**src/core/fpd_pkg.sv**
```systemverilog
package fpd_pkg;

  // register byte offsets
  localparam logic [7:0] ADDR_CTRL     = 8'h00;
  localparam logic [7:0] ADDR_DIGITS   = 8'h04;
  localparam logic [7:0] ADDR_CMD      = 8'h08;
  localparam logic [7:0] ADDR_TEXT_IN  = 8'h0C;
  localparam logic [7:0] ADDR_STATUS   = 8'h10;
  localparam logic [7:0] ADDR_READ_SEL = 8'h14;
  localparam logic [7:0] ADDR_READ_DAT = 8'h18;
  localparam logic [7:0] ADDR_MSG_LEN  = 8'h1C;

  // field positions
  localparam int CTRL_DISP_EN   = 0;
  localparam int CTRL_TEXT_UP   = 1;
  localparam int CTRL_TEXT_LO   = 2;
  localparam int CMD_MAIN_VIEW  = 0;
  localparam int CMD_SYS_LOCAL  = 1;
  localparam int CMD_MSG_START  = 2;
  localparam int CMD_WIN_LSB    = 8;
  localparam int TEXT_EOL       = 8;
  localparam int DIG_KIND_LSB   = 8;
  localparam int ST_REMOTE      = 0;
  localparam int ST_BUSY        = 1;
  localparam int ST_DIG_ERR     = 4;
  localparam int ST_LEN_ERR     = 5;
  localparam int ST_SYN_ERR     = 6;
  localparam int SEL_LINE       = 8;
  localparam int SEL_DEFINED    = 9;

  // line widths in characters
  localparam int UPPER_WIDTH = 20;
  localparam int LOWER_WIDTH = 32;

  // resolution codes: 4..7 give 3.5..6.5 digits
  localparam logic [2:0] DIG_MIN = 3'h4;
  localparam logic [2:0] DIG_DEF = 3'h6;
  localparam logic [2:0] DIG_MAX = 3'h7;

  // resolution keyword selector
  typedef enum logic [1:0] {
    DK_VALUE = 2'b00,
    DK_DEF   = 2'b01,
    DK_MIN   = 2'b10,
    DK_MAX   = 2'b11
  } fpd_dig_kind_t;

  // reset values
  localparam logic       RST_DISP_EN = 1'b1;
  localparam logic [2:0] RST_DIGITS  = DIG_DEF;

  // frozen notice shown while the display is disabled
  localparam logic [8*UPPER_WIDTH-1:0] NOTICE_UP = "REMOTE PANEL LOCKED ";
  localparam logic [8*LOWER_WIDTH-1:0] NOTICE_LO = "LOCAL KEY RETURNS TO PANEL      ";

  // ascii values the parser and readback use
  localparam logic [7:0] CH_SQUOTE = 8'h27;
  localparam logic [7:0] CH_DQUOTE = 8'h22;
  localparam logic [7:0] CH_HASH   = 8'h23;
  localparam logic [7:0] CH_ZERO   = 8'h30;
  localparam logic [7:0] CH_ONE    = 8'h31;
  localparam logic [7:0] CH_TWO    = 8'h32;
  localparam logic [7:0] CH_NINE   = 8'h39;
  localparam logic [7:0] CH_SPACE  = 8'h20;

  // message parser states
  typedef enum logic [2:0] {
    PS_IDLE  = 3'b000,
    PS_OPEN  = 3'b001,
    PS_QUOTE = 3'b010,
    PS_HASH  = 3'b011,
    PS_LEN   = 3'b100,
    PS_BODY  = 3'b101,
    PS_INDEF = 3'b110
  } fpd_parse_t;

endpackage : fpd_pkg

```
**src/core/fpd_msg_mem.sv**
```systemverilog
`timescale 1ns/1ps
// simple dual-port message store with registered read data
module fpd_msg_mem #(
  parameter int Width = 8,
  parameter int Depth = 64
) (
  input  wire logic                     clock,
  input  wire logic                     wrEn,
  input  wire logic [$clog2(Depth)-1:0] wrAddr,
  input  wire logic [Width-1:0]         wrData,
  input  wire logic [$clog2(Depth)-1:0] rdAddr,
  output logic      [Width-1:0]         rdData
);

  logic [Width-1:0] store [Depth];

  if (Depth < 2 || Width < 1) begin : g_check
    $error("fpd_msg_mem needs Depth of at least 2");
  end

  // no reset on the array: contents are only trusted below the stored length
  always_ff @(posedge clock) begin
    if (wrEn) begin
      store[wrAddr] <= wrData;
    end
    rdData <= store[rdAddr];
  end

endmodule : fpd_msg_mem

```
**src/core/fpd_display_cmd.sv**
```systemverilog
// Register access over APB and the placing of the registers were chosen for this implementation.
`timescale 1ns/1ps
// What this block does
// - codes 4..7 mean 3.5..6.5 digits
// - fractional resolution rounded to nearest integer
// - default keyword and query give 5.5
// - min 3.5, max 6.5, both readable
// - enable 0 off, 1 on, readable
// - disabled: frozen notice, keys blocked except two
// - enable or local restores normal display
// - blink map: 20 upper, 32 lower
// - blink flag 1 blinking, 0 steady
// - main view command leaves menu
// - display read returns shown line content
// - window 1 or default upper, 2 lower
// - quoted, indefinite and definite block forms
// - spaces count; 20/32 limits; longer errors
// - indefinite block swallows rest of line
// - text mode shows or removes message
// - bus local cancels message and mode
// - serial local command or key cancels
// - message and mode readable
module fpd_display_cmd #(
  parameter int NumKeys = 8
) (
  input  wire logic                clock,
  input  wire logic                nrst,
  input  wire logic [7:0]          paddr,
  input  wire logic                psel,
  input  wire logic                penable,
  input  wire logic                pwrite,
  input  wire logic [31:0]         pwdata,
  output logic      [31:0]         prdata,
  output logic                     pready,
  output logic                     pslverr,
  input  wire logic                localKey,
  input  wire logic                busGoToLocal,
  input  wire logic                outputOffKey,
  input  wire logic [NumKeys-1:0]  panelKeys,
  output logic      [NumKeys-1:0]  panelKeysOut,
  output logic                     outputOffOut,
  output logic                     returnMainView,
  output logic                     liveLine,
  output logic      [4:0]          livePos,
  input  wire logic [7:0]          liveChar,
  input  wire logic [fpd_pkg::UPPER_WIDTH-1:0] blinkUpper,
  input  wire logic [fpd_pkg::LOWER_WIDTH-1:0] blinkLower
);
  import fpd_pkg::*;

  if (NumKeys < 1) begin : g_check
    $error("fpd_display_cmd needs at least one panel key");
  end
  localparam int PinCount = NumKeys + 3;
  // pin synchronisers, first stage feeds only the second
  logic [PinCount-1:0] pinMeta_reg;
  logic [PinCount-1:0] pinSync_reg;
  logic [1:0]          localSeen_reg;
  always_ff @(posedge clock) begin
    if (!nrst) begin
      pinMeta_reg   <= '0;
      pinSync_reg   <= '0;
      localSeen_reg <= 2'h0;
    end else begin
      pinMeta_reg   <= {panelKeys, outputOffKey, busGoToLocal, localKey};
      pinSync_reg   <= pinMeta_reg;
      localSeen_reg <= pinSync_reg[1:0];
    end
  end
  logic localKeyRise, busLocalRise;
  assign localKeyRise = pinSync_reg[0] & ~localSeen_reg[0];
  assign busLocalRise = pinSync_reg[1] & ~localSeen_reg[1];
  // apb: every transfer takes two access cycles so read data comes from a flop
  logic ack_reg;
  logic access, wrFire, rdCapture, addrHit;
  assign access    = psel & penable;
  assign pready    = access & ack_reg;
  assign wrFire    = pready & pwrite & addrHit;
  assign rdCapture = access & ~ack_reg & ~pwrite;
  assign addrHit   = (paddr == ADDR_CTRL) || (paddr == ADDR_DIGITS) ||
                     (paddr == ADDR_CMD) || (paddr == ADDR_TEXT_IN) ||
                     (paddr == ADDR_STATUS) || (paddr == ADDR_READ_SEL) ||
                     (paddr == ADDR_READ_DAT) || (paddr == ADDR_MSG_LEN);
  assign pslverr   = pready & ~addrHit;
  always_ff @(posedge clock) begin
    if (!nrst) begin
      ack_reg <= 1'b0;
    end else begin
      ack_reg <= access & ~ack_reg;
    end
  end
  // one write strobe per writable register; ADDR_READ_DAT and ADDR_MSG_LEN have none
  logic wrCtrl, wrDigits, wrCmd, wrText, wrStatus, wrSel;
  assign wrCtrl   = wrFire && paddr == ADDR_CTRL;
  assign wrDigits = wrFire && paddr == ADDR_DIGITS;
  assign wrCmd    = wrFire && paddr == ADDR_CMD;
  assign wrText   = wrFire && paddr == ADDR_TEXT_IN;
  assign wrStatus = wrFire && paddr == ADDR_STATUS;
  assign wrSel    = wrFire && paddr == ADDR_READ_SEL;
  // any local request, from key, bus or serial command
  logic sysLocalCmd, localEvent;
  assign sysLocalCmd = wrCmd & pwdata[CMD_SYS_LOCAL];
  assign localEvent  = localKeyRise | busLocalRise | sysLocalCmd;
  // window index 0 or 1 is the upper line, 2 the lower, 3 is refused
  logic [1:0] winIdx;
  logic       winLine, winBad;
  assign winIdx  = pwdata[CMD_WIN_LSB +: 2];
  assign winLine = (winIdx == 2'h2);
  assign winBad  = (winIdx == 2'h3);
  // remote flag and display enable; local always wins over a write
  logic remote_reg, dispEn_reg;
  always_ff @(posedge clock) begin
    if (!nrst) begin
      remote_reg <= 1'b0;
      dispEn_reg <= RST_DISP_EN;
    end else if (localEvent) begin
      remote_reg <= 1'b0;
      dispEn_reg <= 1'b1;
    end else begin
      if (wrFire) begin
        remote_reg <= 1'b1;
      end
      if (wrCtrl) begin
        dispEn_reg <= pwdata[CTRL_DISP_EN];
      end
    end
  end
  // resolution: value is unsigned 4.4 fixed point, rounded half up
  logic [2:0]    digits_reg;
  logic [4:0]    digRounded;
  logic          digRangeOk;
  fpd_dig_kind_t digKind;
  assign digKind    = fpd_dig_kind_t'(pwdata[DIG_KIND_LSB +: 2]);
  assign digRounded = 5'((9'(pwdata[7:0]) + 9'h008) >> 4);
  assign digRangeOk = digRounded >= 5'(DIG_MIN) && digRounded <= 5'(DIG_MAX);
  always_ff @(posedge clock) begin
    if (!nrst) begin
      digits_reg <= RST_DIGITS;
    end else if (wrDigits) begin
      case (digKind)
        DK_DEF: digits_reg <= DIG_DEF;
        DK_MIN: digits_reg <= DIG_MIN;
        DK_MAX: digits_reg <= DIG_MAX;
        DK_VALUE: begin
          if (digRangeOk) begin
            digits_reg <= digRounded[2:0];
          end
        end
        default: digits_reg <= digits_reg;
      endcase
    end
  end
  // message parser; one byte per write, bit 8 marks the end of the line
  fpd_parse_t pState_reg;
  logic [7:0] quote_reg, inByte;
  logic [1:0] digLeft_reg, textOn_reg;
  logic [6:0] lenTarget_reg, lenNext;
  logic [5:0] wrPos_reg, lenUp_reg, lenLo_reg, lineWidth;
  logic       msgLine_reg, inEol, isDigit, full;
  assign inByte    = pwdata[7:0];
  assign inEol     = pwdata[TEXT_EOL];
  assign isDigit   = inByte >= CH_ZERO && inByte <= CH_NINE;
  assign lenNext   = 7'(lenTarget_reg * 7'h0A + 7'(inByte - CH_ZERO));
  assign lineWidth = msgLine_reg ? 6'(LOWER_WIDTH) : 6'(UPPER_WIDTH);
  assign full      = wrPos_reg == lineWidth;
  // a storing byte goes straight into the message memory
  logic memWe;
  assign memWe = wrText && !inEol && !full &&
                 (pState_reg == PS_BODY || pState_reg == PS_INDEF ||
                  (pState_reg == PS_QUOTE && inByte != quote_reg));
  // parse outcome flags, consumed by the commit logic below
  logic pDone, pFail, lenFail;
  always_comb begin
    pDone   = 1'b0;
    pFail   = 1'b0;
    lenFail = 1'b0;
    if (wrText) begin
      case (pState_reg)
        PS_OPEN: begin
          pFail = inEol || !(inByte == CH_SQUOTE || inByte == CH_DQUOTE || inByte == CH_HASH);
        end
        PS_HASH: begin
          pFail = inEol || !(inByte == CH_ZERO || inByte == CH_ONE || inByte == CH_TWO);
        end
        PS_LEN: begin
          pFail   = inEol || !isDigit;
          lenFail = !pFail && digLeft_reg == 2'h1 && lenNext > 7'(lineWidth);
          pDone   = !pFail && !lenFail && digLeft_reg == 2'h1 && lenNext == 7'h00;
        end
        PS_QUOTE: begin
          pFail   = inEol;
          pDone   = !inEol && inByte == quote_reg;
          lenFail = !inEol && !pDone && full;
        end
        PS_BODY: begin
          pFail   = inEol;
          lenFail = !inEol && full;
          pDone   = !inEol && !full && 7'(wrPos_reg) + 7'h01 == lenTarget_reg;
        end
        PS_INDEF: begin
          // everything up to the line end is content, never a command
          pDone   = inEol;
          lenFail = !inEol && full;
        end
        default: pDone = 1'b0;
      endcase
    end
  end
  // parser state walk through the three message forms
  always_ff @(posedge clock) begin
    if (!nrst) begin
      pState_reg    <= PS_IDLE;
      quote_reg     <= 8'h00;
      digLeft_reg   <= 2'h0;
      lenTarget_reg <= 7'h00;
      wrPos_reg     <= 6'h00;
      msgLine_reg   <= 1'b0;
    end else if (localEvent || pFail || lenFail || pDone) begin
      pState_reg <= PS_IDLE;
    end else if (wrCmd && pwdata[CMD_MSG_START] && !winBad) begin
      pState_reg  <= PS_OPEN;
      msgLine_reg <= winLine;
      wrPos_reg   <= 6'h00;
    end else if (wrText) begin
      case (pState_reg)
        PS_OPEN: begin
          quote_reg  <= inByte;
          pState_reg <= (inByte == CH_HASH) ? PS_HASH : PS_QUOTE;
        end
        PS_HASH: begin
          digLeft_reg   <= inByte[1:0];
          lenTarget_reg <= 7'h00;
          pState_reg    <= (inByte == CH_ZERO) ? PS_INDEF : PS_LEN;
        end
        PS_LEN: begin
          lenTarget_reg <= lenNext;
          digLeft_reg   <= digLeft_reg - 2'h1;
          if (digLeft_reg == 2'h1) begin
            pState_reg <= PS_BODY;
          end
        end
        PS_QUOTE, PS_BODY, PS_INDEF: begin
          wrPos_reg <= wrPos_reg + 6'h01; // spaces are counted like any byte
        end
        default: pState_reg <= PS_IDLE;
      endcase
    end
  end
  // stored lengths and text mode; local cancels both lines
  always_ff @(posedge clock) begin
    if (!nrst) begin
      lenUp_reg  <= 6'h00;
      lenLo_reg  <= 6'h00;
      textOn_reg <= 2'b00;
    end else if (localEvent) begin
      lenUp_reg  <= 6'h00;
      lenLo_reg  <= 6'h00;
      textOn_reg <= 2'b00;
    end else begin
      if (pDone || pFail || lenFail) begin
        // a refused message leaves the line with no message at all
        if (msgLine_reg) begin
          lenLo_reg <= pDone ? (wrPos_reg + 6'(memWe)) : 6'h00;
        end else begin
          lenUp_reg <= pDone ? (wrPos_reg + 6'(memWe)) : 6'h00;
        end
      end
      if (wrCtrl) begin
        textOn_reg <= {pwdata[CTRL_TEXT_LO], pwdata[CTRL_TEXT_UP]};
      end
    end
  end
  // sticky errors: a new error in the clearing cycle survives
  logic digErr_reg, lenErr_reg, synErr_reg, digErrSet;
  assign digErrSet = wrDigits && digKind == DK_VALUE && !digRangeOk;
  always_ff @(posedge clock) begin
    if (!nrst) begin
      digErr_reg <= 1'b0;
      lenErr_reg <= 1'b0;
      synErr_reg <= 1'b0;
    end else begin
      digErr_reg <= digErrSet | (digErr_reg & ~(wrStatus & pwdata[ST_DIG_ERR]));
      lenErr_reg <= lenFail | (lenErr_reg & ~(wrStatus & pwdata[ST_LEN_ERR]));
      synErr_reg <= pFail | (wrCmd & pwdata[CMD_MSG_START] & winBad) |
                    (synErr_reg & ~(wrStatus & pwdata[ST_SYN_ERR]));
    end
  end
  // readback selector and main view strobe
  logic [9:0] readSel_reg;
  logic       mainView_reg;
  always_ff @(posedge clock) begin
    if (!nrst) begin
      readSel_reg  <= 10'h000;
      mainView_reg <= 1'b0;
    end else begin
      mainView_reg <= wrCmd & pwdata[CMD_MAIN_VIEW];
      if (wrSel) begin
        readSel_reg <= {pwdata[SEL_DEFINED], pwdata[SEL_LINE], 3'h0, pwdata[4:0]};
      end
    end
  end
  assign returnMainView = mainView_reg;
  // selected line and position, also asked of the panel for its live character
  logic       selLine;
  logic [4:0] selPos;
  logic [7:0] memRdData;
  assign selLine = readSel_reg[SEL_LINE];
  assign selPos  = readSel_reg[4:0];
  assign liveLine = selLine;
  assign livePos  = selPos;
  fpd_msg_mem #(.Width(8), .Depth(64)) u_mem (
    .clock  (clock),
    .wrEn   (memWe),
    .wrAddr ({msgLine_reg, wrPos_reg[4:0]}),
    .wrData (inByte),
    .rdAddr ({selLine, selPos}),
    .rdData (memRdData)
  );
  // compose what the selected position shows and its blink flag
  logic [7:0] shownChar, blinkChar;
  logic       posValid, inMsg;
  always_comb begin
    posValid  = selLine ? 1'b1 : (selPos < 5'(UPPER_WIDTH));
    inMsg     = 6'(selPos) < (selLine ? lenLo_reg : lenUp_reg);
    shownChar = 8'h00;
    blinkChar = 8'h00;
    if (posValid) begin
      // ascii flag per position, leftmost position is index 0
      blinkChar = (selLine ? blinkLower[selPos] : blinkUpper[selPos]) ? CH_ONE
                                                                      : CH_ZERO;
      if (readSel_reg[SEL_DEFINED]) begin
        shownChar = inMsg ? memRdData : CH_SPACE;
      end else if (!dispEn_reg) begin
        shownChar = selLine ? NOTICE_LO[8*(LOWER_WIDTH-1-int'(selPos)) +: 8]
                            : NOTICE_UP[8*(UPPER_WIDTH-1-int'(selPos)) +: 8];
      end else if (textOn_reg[selLine]) begin
        shownChar = inMsg ? memRdData : CH_SPACE;
      end else begin
        shownChar = liveChar;
      end
    end
  end
  // read mux, captured in the first access cycle
  always_ff @(posedge clock) begin
    if (!nrst) begin
      prdata <= 32'h0000_0000;
    end else if (rdCapture) begin
      case (paddr)
        ADDR_CTRL:     prdata <= {29'h0, textOn_reg, dispEn_reg};
        ADDR_DIGITS:   prdata <= {5'h0, DIG_MAX, 5'h0, DIG_MIN, 5'h0, DIG_DEF,
                                  5'h0, digits_reg};
        ADDR_STATUS:   prdata <= {25'h0, synErr_reg, lenErr_reg, digErr_reg, 2'h0,
                                  pState_reg != PS_IDLE, remote_reg};
        ADDR_READ_SEL: prdata <= {22'h0, readSel_reg};
        ADDR_READ_DAT: prdata <= {16'h0, blinkChar, shownChar};
        ADDR_MSG_LEN:  prdata <= {18'h0, lenLo_reg, 2'h0, lenUp_reg};
        default:       prdata <= 32'h0000_0000;
      endcase
    end
  end
  // panel keys blocked while disabled; local and output-off always pass
  assign panelKeysOut = dispEn_reg ? pinSync_reg[PinCount-1:3] : '0;
  assign outputOffOut = pinSync_reg[2];
endmodule : fpd_display_cmd

```
**config.mk**
```make
export PLATFORM = sky130hd
export DESIGN_NAME = fpd_display_cmd
export DESIGN_NICKNAME = d
export VERILOG_FILES = /design/src/core/fpd_pkg.sv /design/src/core/fpd_msg_mem.sv /design/src/core/fpd_display_cmd.sv
export SDC_FILE = /design/constraint.sdc
export NUM_CORES = 1
export LEC_CHECK = 0
export BUFFER_PORTS_ARGS = -buffer_cell sky130_fd_sc_hd__buf_4
export CELL_PAD_IN_SITES_DETAIL_PLACEMENT = 1
export CELL_PAD_IN_SITES_GLOBAL_PLACEMENT = 2
export CORE_ASPECT_RATIO = 1.1
export CORE_MARGIN = 10
export CORE_UTILIZATION = 42
export CTS_BUF_LIST = sky130_fd_sc_hd__clkbuf_8
export DETAILED_ROUTE_END_ITERATION = 8
export PLACE_DENSITY_LB_ADDON = 0.12
export SETUP_SLACK_MARGIN = 0.15
export SLEW_MARGIN = 20
export SYNTH_ARGS = -nofsm -noshare
export SYNTH_HDL_FRONTEND = slang
export SYNTH_HIERARCHICAL = 1
export SYNTH_SLANG_ARGS = --single-unit
export TNS_END_PERCENT = 5
```
**constraint.sdc**
```tcl
create_clock -name clock -period 3.7 [get_ports clock]
set_input_delay 0.37 -clock clock [delete_from_list [all_inputs] [get_ports clock]]
set_output_delay 0.37 -clock clock [all_outputs]
set_load 0.01 [all_outputs]
```
# Word-level counts from Yosys, hierarchy flattened
# Memories as Yosys holds them, arrays and structs flattened. A register that Yosys moved wholly into a read port is not among the register bits.
# Index checks and enable logic that the tools add are counted.
[totals]
ff_bits = 114
ram_bits = 512
input_bits = 116
out_inout_bits = 50
wordCells = 236
n_memories = 1
[mem_list]
columns = ["name", "depth", "width", "read_ports", "rd_ports_with_merged_regs", "write_ports", "line_no", "source"]
rows = [
  ["u_mem.store", 64, 8, 1, 1, 1, "fpd_msg_mem.sv:15", "logic [Width-1:0] store [Depth];"],
]
[op_classes]
add_sub_neg = 9
multipliers = 1
magnitude_cmp = 9
n_eq_ne = 31
shift = 2
mux = 42
n_bitwise = 38
n_reduce_logical = 80
[ops]
columns = ["op", "n"]
rows = [
  ["$shiftx A256 B9 Y8 const A", 1],
  ["$pmux W27 S6", 1],
  ["$shiftx A160 B9 Y8 const A", 1],
  ["$mux W8", 7],
  ["$eq A8 B6 Y1 const B", 6],
  ["$mux W6", 7],
  ["$eq A8 B5 Y1 const B", 4],
  ["$logic_and A1 B1 Y1", 27],
  ["$pmux W3 S4", 2],
  ["$logic_or A1 B1 Y1", 21],
  ["$and A1 B1 Y1", 19],
  ["$eq A8 B4 Y1 const B", 2],
  ["$mux W1", 15],
  ["$pmux W7 S2", 1],
  ["$not A1 Y1", 13],
  ["$sub A5 B5 Y6 const A", 2],
  ["$bmux W1 S5", 2],
  ["$logic_not A1 Y1", 10],
  ["$add A8 B4 Y9 const B", 1],
  ["$eq A3 B3 Y1 const B", 3],
  ["$reduce_and A3 Y1", 3],
  ["$eq A8 B3 Y1 const B", 1],
  ["$eq A8 B8 Y1", 1],
  ["$ge A8 B6 Y1 const B", 1],
  ["other kinds (39)", 61],
]

# Logic depth before layout (Yosys ltp)
[logic_depth]
ltp_word = 17
ltp_mapped = 18
ltp_nobuf = 17

# Hierarchy
# Netlist, hierarchy kept.
[modules_own_cells]
columns = ["module", "n_inst", "cells_each", "area_per_inst_um2", "seq_area_each_um2"]
rows = [
  ["fpd_msg_mem", 1, 940, 20166.8, 15534.9],
  ["fpd_display_cmd", 1, 870, 7119.3, 1941.9],
]

# Least setup slack after synthesis
# No wires, ideal clock.
[synth_timing]
kind = "reg2reg"
startpoint = "reg lenTarget_reg[3]"
endpoint = "reg pState_reg[1]"
setup_time_ps = 92
arrival_ps = 3800
required_ps = 3608
setup_slack_ps = -192
path_stages_with_launch = 19
path_buffers = 1
period_less_slack_ps = 3892
cell_sequence = "dfxtp_1 -> ha_1 -> ha_1 -> inv_1 -> fa_1 -> inv_1 -> ha_1 -> ha_1 -> a21boi_0 -> nor2_1 -> ha_1 -> nand3_1 -> nor2_1 -> nor3_1 -> nor4_1 -> nor3_1 -> buf_2 -> nand2_1 -> nor4_1"
[synth_between]
elab_chain_cells = 12
word_cells_on_any_way = 18
cone_classes = "add/sub (1); mul (1); order compare (1); eq/ne (1); mux (4); reduce/logical (10)"
[synth_rtl]
columns = ["element", "line_no", "source"]
rows = [
  ["start: declaration", "fpd_display_cmd.sv:157", "logic [6:0] lenTarget_reg, lenNext;"],
  ["start signal: assignment", "fpd_display_cmd.sv:236", "lenTarget_reg <= lenNext;"],
  ["$mul A7 B3 Y6", "fpd_display_cmd.sv:163", "assign lenNext = 7'(lenTarget_reg * 7'h0A + 7'(inByte - CH_ZERO));"],
  ["$add A7 B7 Y7", "fpd_display_cmd.sv:163", ""],
  ["$gt A7 B6 Y1", "fpd_display_cmd.sv:187", "lenFail = !pFail && digLeft_reg == 2'h1 && lenNext > 7'(lineWidth);"],
  ["$logic_and A1 B1 Y1", "fpd_display_cmd.sv:187", ""],
  ["$logic_not A1 Y1", "fpd_display_cmd.sv:188", "pDone = !pFail && !lenFail && digLeft_reg == 2'h1 && lenNext == 7'h00;"],
  ["$logic_and A1 B1 Y1 (3 in series)", "fpd_display_cmd.sv:188", ""],
  ["$pmux W1 S4", "fpd_display_cmd.sv:178", "case (pState_reg)"],
  ["$mux W1", "fpd_display_cmd.sv:177", "if (wrText) begin"],
  ["$logic_or A1 B1 Y1 (*)", "fpd_display_cmd.sv:218", "end else if (localEvent || pFail || lenFail || pDone) begin"],
  ["$reduce_or A3 Y1 (no source line) (*)", "n/a", ""],
  ["end signal: assignment", "fpd_display_cmd.sv:228", "pState_reg <= (inByte == CH_HASH) ? PS_HASH : PS_QUOTE;"],
  ["end signal: assignment", "fpd_display_cmd.sv:233", "pState_reg <= (inByte == CH_ZERO) ? PS_INDEF : PS_LEN;"],
  ["end: declaration", "fpd_display_cmd.sv:154", "fpd_parse_t pState_reg;"],
]
# Every way passes the cells marked *; elsewhere a longest branch is shown, timed or not.
# A chain may end at the register's enable or synchronous reset.

# Final worst setup path
[layout_timing]
startpoint = "reg lenTarget_reg[3]"
endpoint = "reg lenTarget_reg[1]"
[layout_between]
elab_chain_cells = 13
word_cells_on_any_way = 19
cone_classes = "add/sub (1); mul (1); order compare (1); eq/ne (1); mux (4); bitwise (1); reduce/logical (10)"
[layout_rtl]
columns = ["element", "line_no"]
rows = [
  ["$mul A7 B3 Y6", "fpd_display_cmd.sv:163"],
  ["$add A7 B7 Y7", "fpd_display_cmd.sv:163"],
  ["$gt A7 B6 Y1", "fpd_display_cmd.sv:187"],
  ["$logic_and A1 B1 Y1", "fpd_display_cmd.sv:187"],
  ["$logic_not A1 Y1", "fpd_display_cmd.sv:188"],
  ["$logic_and A1 B1 Y1 (3 in series)", "fpd_display_cmd.sv:188"],
  ["$pmux W1 S4", "fpd_display_cmd.sv:178"],
  ["$mux W1", "fpd_display_cmd.sv:177"],
  ["$logic_or A1 B1 Y1 (*)", "fpd_display_cmd.sv:218"],
  ["$not A1 Y1 (no source line) (*)", "n/a"],
  ["$reduce_and A4 Y1 (no source line) (*)", "n/a"],
]
# Marked as above.

==> summary.txt <==
Clock network
  – CTS clk-pin slew, worst paths: around 60 ps
  – Num Clock Sinks: approximately 620
  – CTS Buf Count: 100
  – H-tree levels: 3
  – CTS tree: done
  – Worst-Skew Late Latency: 700 ps
  – Clock root buffer: clkbuf_8
  – Worst-case clock buffer depth: 3

Floorplan
  – Die area: around 76000 um2
  – Core area: 64080 um2
  – Initial Util: 0.4258
  – I/O pins: around 170
  – Row cnt: 97
  – Die H: approximately 290 um
  – Die W: 263.0 um

Worst setup path
  – Arr. time, crit path: approximately 4400 ps
  – Worst path required time: between 4000 and 5000 ps
  – Critical-path maximum fanout: 7
  – Endpoint class of the critical path: flip-flop
  – Setup CP Type: reg2reg
  – Critical path startpoint category: flip-flop

Global route
  – Vias in the first global route: approximately 19000
  – Global-route wire length before repair: 119.8 mm
  – Largest net degree at the start of global routing: 66
  – Initial antenna violation count: 5
  – Gr ovfl total: 0
  – Total track usage: 0.2077

Synthesis
  – Commonest cells in the netlist: edfxtp_1, mux4_2, nor2_1
  – Synth area leaders: edfxtp_1, mux4_2, dfxtp_1, mux2i_1, nor2_1
  – Cells after Synth: around 1800
  – Register area share after synthesis: 0.6405
  – Synth area leader: edfxtp_1
  – Synth Cell Area: ~27000 um2
  – YS warnings: 6
  – Synth cell types: 90
  – Post-synth ARST share: 0
  – Count leader, synth: edfxtp_1
  – Most used DFF post-synth: edfxtp_1
  – Post-synthesis area per instance: about 15 um2
  – Top cell type's share of synthesized area: 0.5635
  – Post-synthesis register bit count: between 600 and 700
  – Number of synthesized flops with an enable pin: approximately 510

STA
  – Clk_skew: about 34 ps
  – Count of final setup violators: 26
  – RSZ-0062 raised after global routing: true
  – Max_slew headroom: 0.4368
  – Max Fclk: about 260 MHz
  – Slew Viols, Final: 0
  – Final Cycle Share: 1.029
  – Least-Margin Pin Slew: about 830 ps
  – Worst Setup Slack, final: -107.3 ps
  – Final hold vios: 0
  – Crit path time final: 3807 ps

Place
  – PortBufs: about 130
  – Placement Setup Slack: -352.4 ps
  – # placed instances: ~2800
  – Hpwl dp: ~53 mm
  – Final weighted congestion in routability-driven placement: 0.8335

Status
  – Failing checks: setup timing
  – Status: finished with violations

Finish
  – Area growth syn-to-layout: 18.06%
  – Final core occ: 0.5027
  – Post-route insts no fill: 3022
  – Layout Nets: between 2000 and 2500
  – Largest register FFs: between 500 and 600
  – Regs by FF count: u_mem/store (512), prdata (15)
  – Top reg by flops: u_mem/store
  – FILL cells: around 6300
  – Layout cells sized above 1: 0.2951

Drt
  – DRC: 0
  – DR iter-0 viols: between 1000 and 1500
  – DR WL/cell: between 20 and 30 um
  – DR vias/cell: 5.666
  – Detail Route Antenna Nets: 0
  – WL final: about 79 mm
  – Drt first pass iters: 4
  – Vias: 17120

Job
  – Max cap viols: 0

Power
  – Net switching power: ~3000 uW
  – Sw Share: 0.2243
  – P_leak: about 0.011 uW
  – Pint: between 10000 and 15000 uW
  – Cell area power density: between 400 and 500 nW/um2
  – Seq pwr share: 0.570
  – Worst VDD drop: between 200 and 300 uV
  – Logic pwr share: 0.031
  – Clock power frac: 0.399

Worst hold path
  – Class of the worst hold path: in2reg
==> worst paths after layout <==
check                                 startpoint                  to  slack, ps  depth (start not counted)
worst max register to register  lenTarget_reg[3]    lenTarget_reg[1]       -110                         19
worst max-delay path            lenTarget_reg[3]    lenTarget_reg[1]       -110                         19
worst min register to register    pinSync_reg[1]    localSeen_reg[1]        430                          2
worst min-delay path                   pwdata[0]  u_mem/store[33][0]         50                          1
==> layout make-up <==
cell class / instances / area, um2 / area share
diodes: 2 / 5.005 / 0.0001554
inverters: 37 / 138.9 / 0.004311
clock inverters: 74 / 350.3 / 0.01088
well taps: 841 / 1052 / 0.03267
multi-input cells: 1037 / 9253 / 0.2872
flip-flops and latches: 617 / 17500 / 0.5432
repair buffers: 312 / 2512 / 0.07799
clock buffers: 102 / 1404 / 0.04358
==> through the flow <==
stage,area (um2),hold WS (ps),TNS [ps],power [uW]
floorplan,27410,410.1,0,7799
global placement,30010,416.0,-4916,8033
detailed placement,30010,419.8,-9759,8050
CTS,32100,3.821,-2710,13380
global route,32210,28.77,-6857,13750
finish,32210,50.96,-1343,13210
==> critical path, cell delays in order, from the launching register on <==
cell	delay (ps)
dfxtp_4	350
ha_4	270
ha_4	120
inv_2	30
fa_1	510
inv_2	50
ha_4	270
ha_4	200
and3b_2	270
nor2_4	50
ha_4	280
nand3_4	60
nor2_4	130
nor3_4	60
o211a_1	250
a211oi_4	220
buf_6	170
buf_6	130
a31oi_2	90
a21o_1	190
==> timing repair <==
item	in CTS	in global routing
endpoints found under the setup margin	38	39
pin swaps	30	11
setup buffers	4	1
hold buffers	16	0
hold endpoints to repair	14	0
resized for setup	45	21
==> power groups by stage <==
stage / combinational [uW] / clock [uW] / sequential, uW
6_report: 406 / 5280 / 7520
5_1_grt: 444 / 5790 / 7520
4_1_cts: 399 / 5460 / 7520
3_5_place_dp: 380 / 0 / 7670
3_3_place_gp: 364 / 0 / 7670
2_1_floorplan: 127 / 0 / 7670
==> layout by cell type, fill, tap and decap left out, types with 9 or more instances in the layout <==
master         netlist  final
or3_1               10     10
nor2b_1             21     21
a31oi_1             17     14
ha_1                34     28
nand2_1             91     90
inv_1               35     58
o221ai_1             9      9
nand4_1             28     28
and2_1              43     40
clkinv_1             2     34
mux4_2             140    140
mux2i_1             54     54
dfxtp_1            105     96
xnor2_1             21     21
nor3_1              26     23
a211oi_1            10      9
clkbuf_8             1    102
o22ai_1             12     12
a221oi_1            14     14
a21oi_1             53     49
edfxtp_1           512    512
dlygate4sd3_1        0     16
mux2_2              15     15
nand3_1             49     48
o21ai_1              3     17
o21ai_0             50     34
o211ai_1            10     10
conb_1               1     14
a21o_1              11     10
nand2b_1            15     15
o21a_1               9      9
nor2_1             136    133
buf_4               37    280
==> metal layers <==
layer / track usage / vias to the layer above / share of wire / wire [um]
met3: 0.04171 / 142 / 0.055 / 4376
li1: - / 7671 / - / -
met2: 0.3482 / 479 / 0.50 / 39410
met4: 0.08251 / 2 / 0.033 / 2608
met5: 0 / - / 0.00022 / 17
met1: 0.2613 / 8829 / 0.41 / 32540
==> logic make-up (layout without fill, tap and decap cells) <==
logic type | after synthesis | count (layout) | synth area share
buf+inv | 169 | 525 | 0.03256
other cells | 1 | 16 | 0.0001374
xor+xnor | 30 | 30 | 0.01068
mux | 209 | 209 | 0.1416
fa+ha+maj | 36 | 36 | 0.01706
compound gates | 264 | 264 | 0.06631
flops | 617 | 617 | 0.6405
simple gates | 484 | 484 | 0.09121
Power figures use the tool's default switching activity.
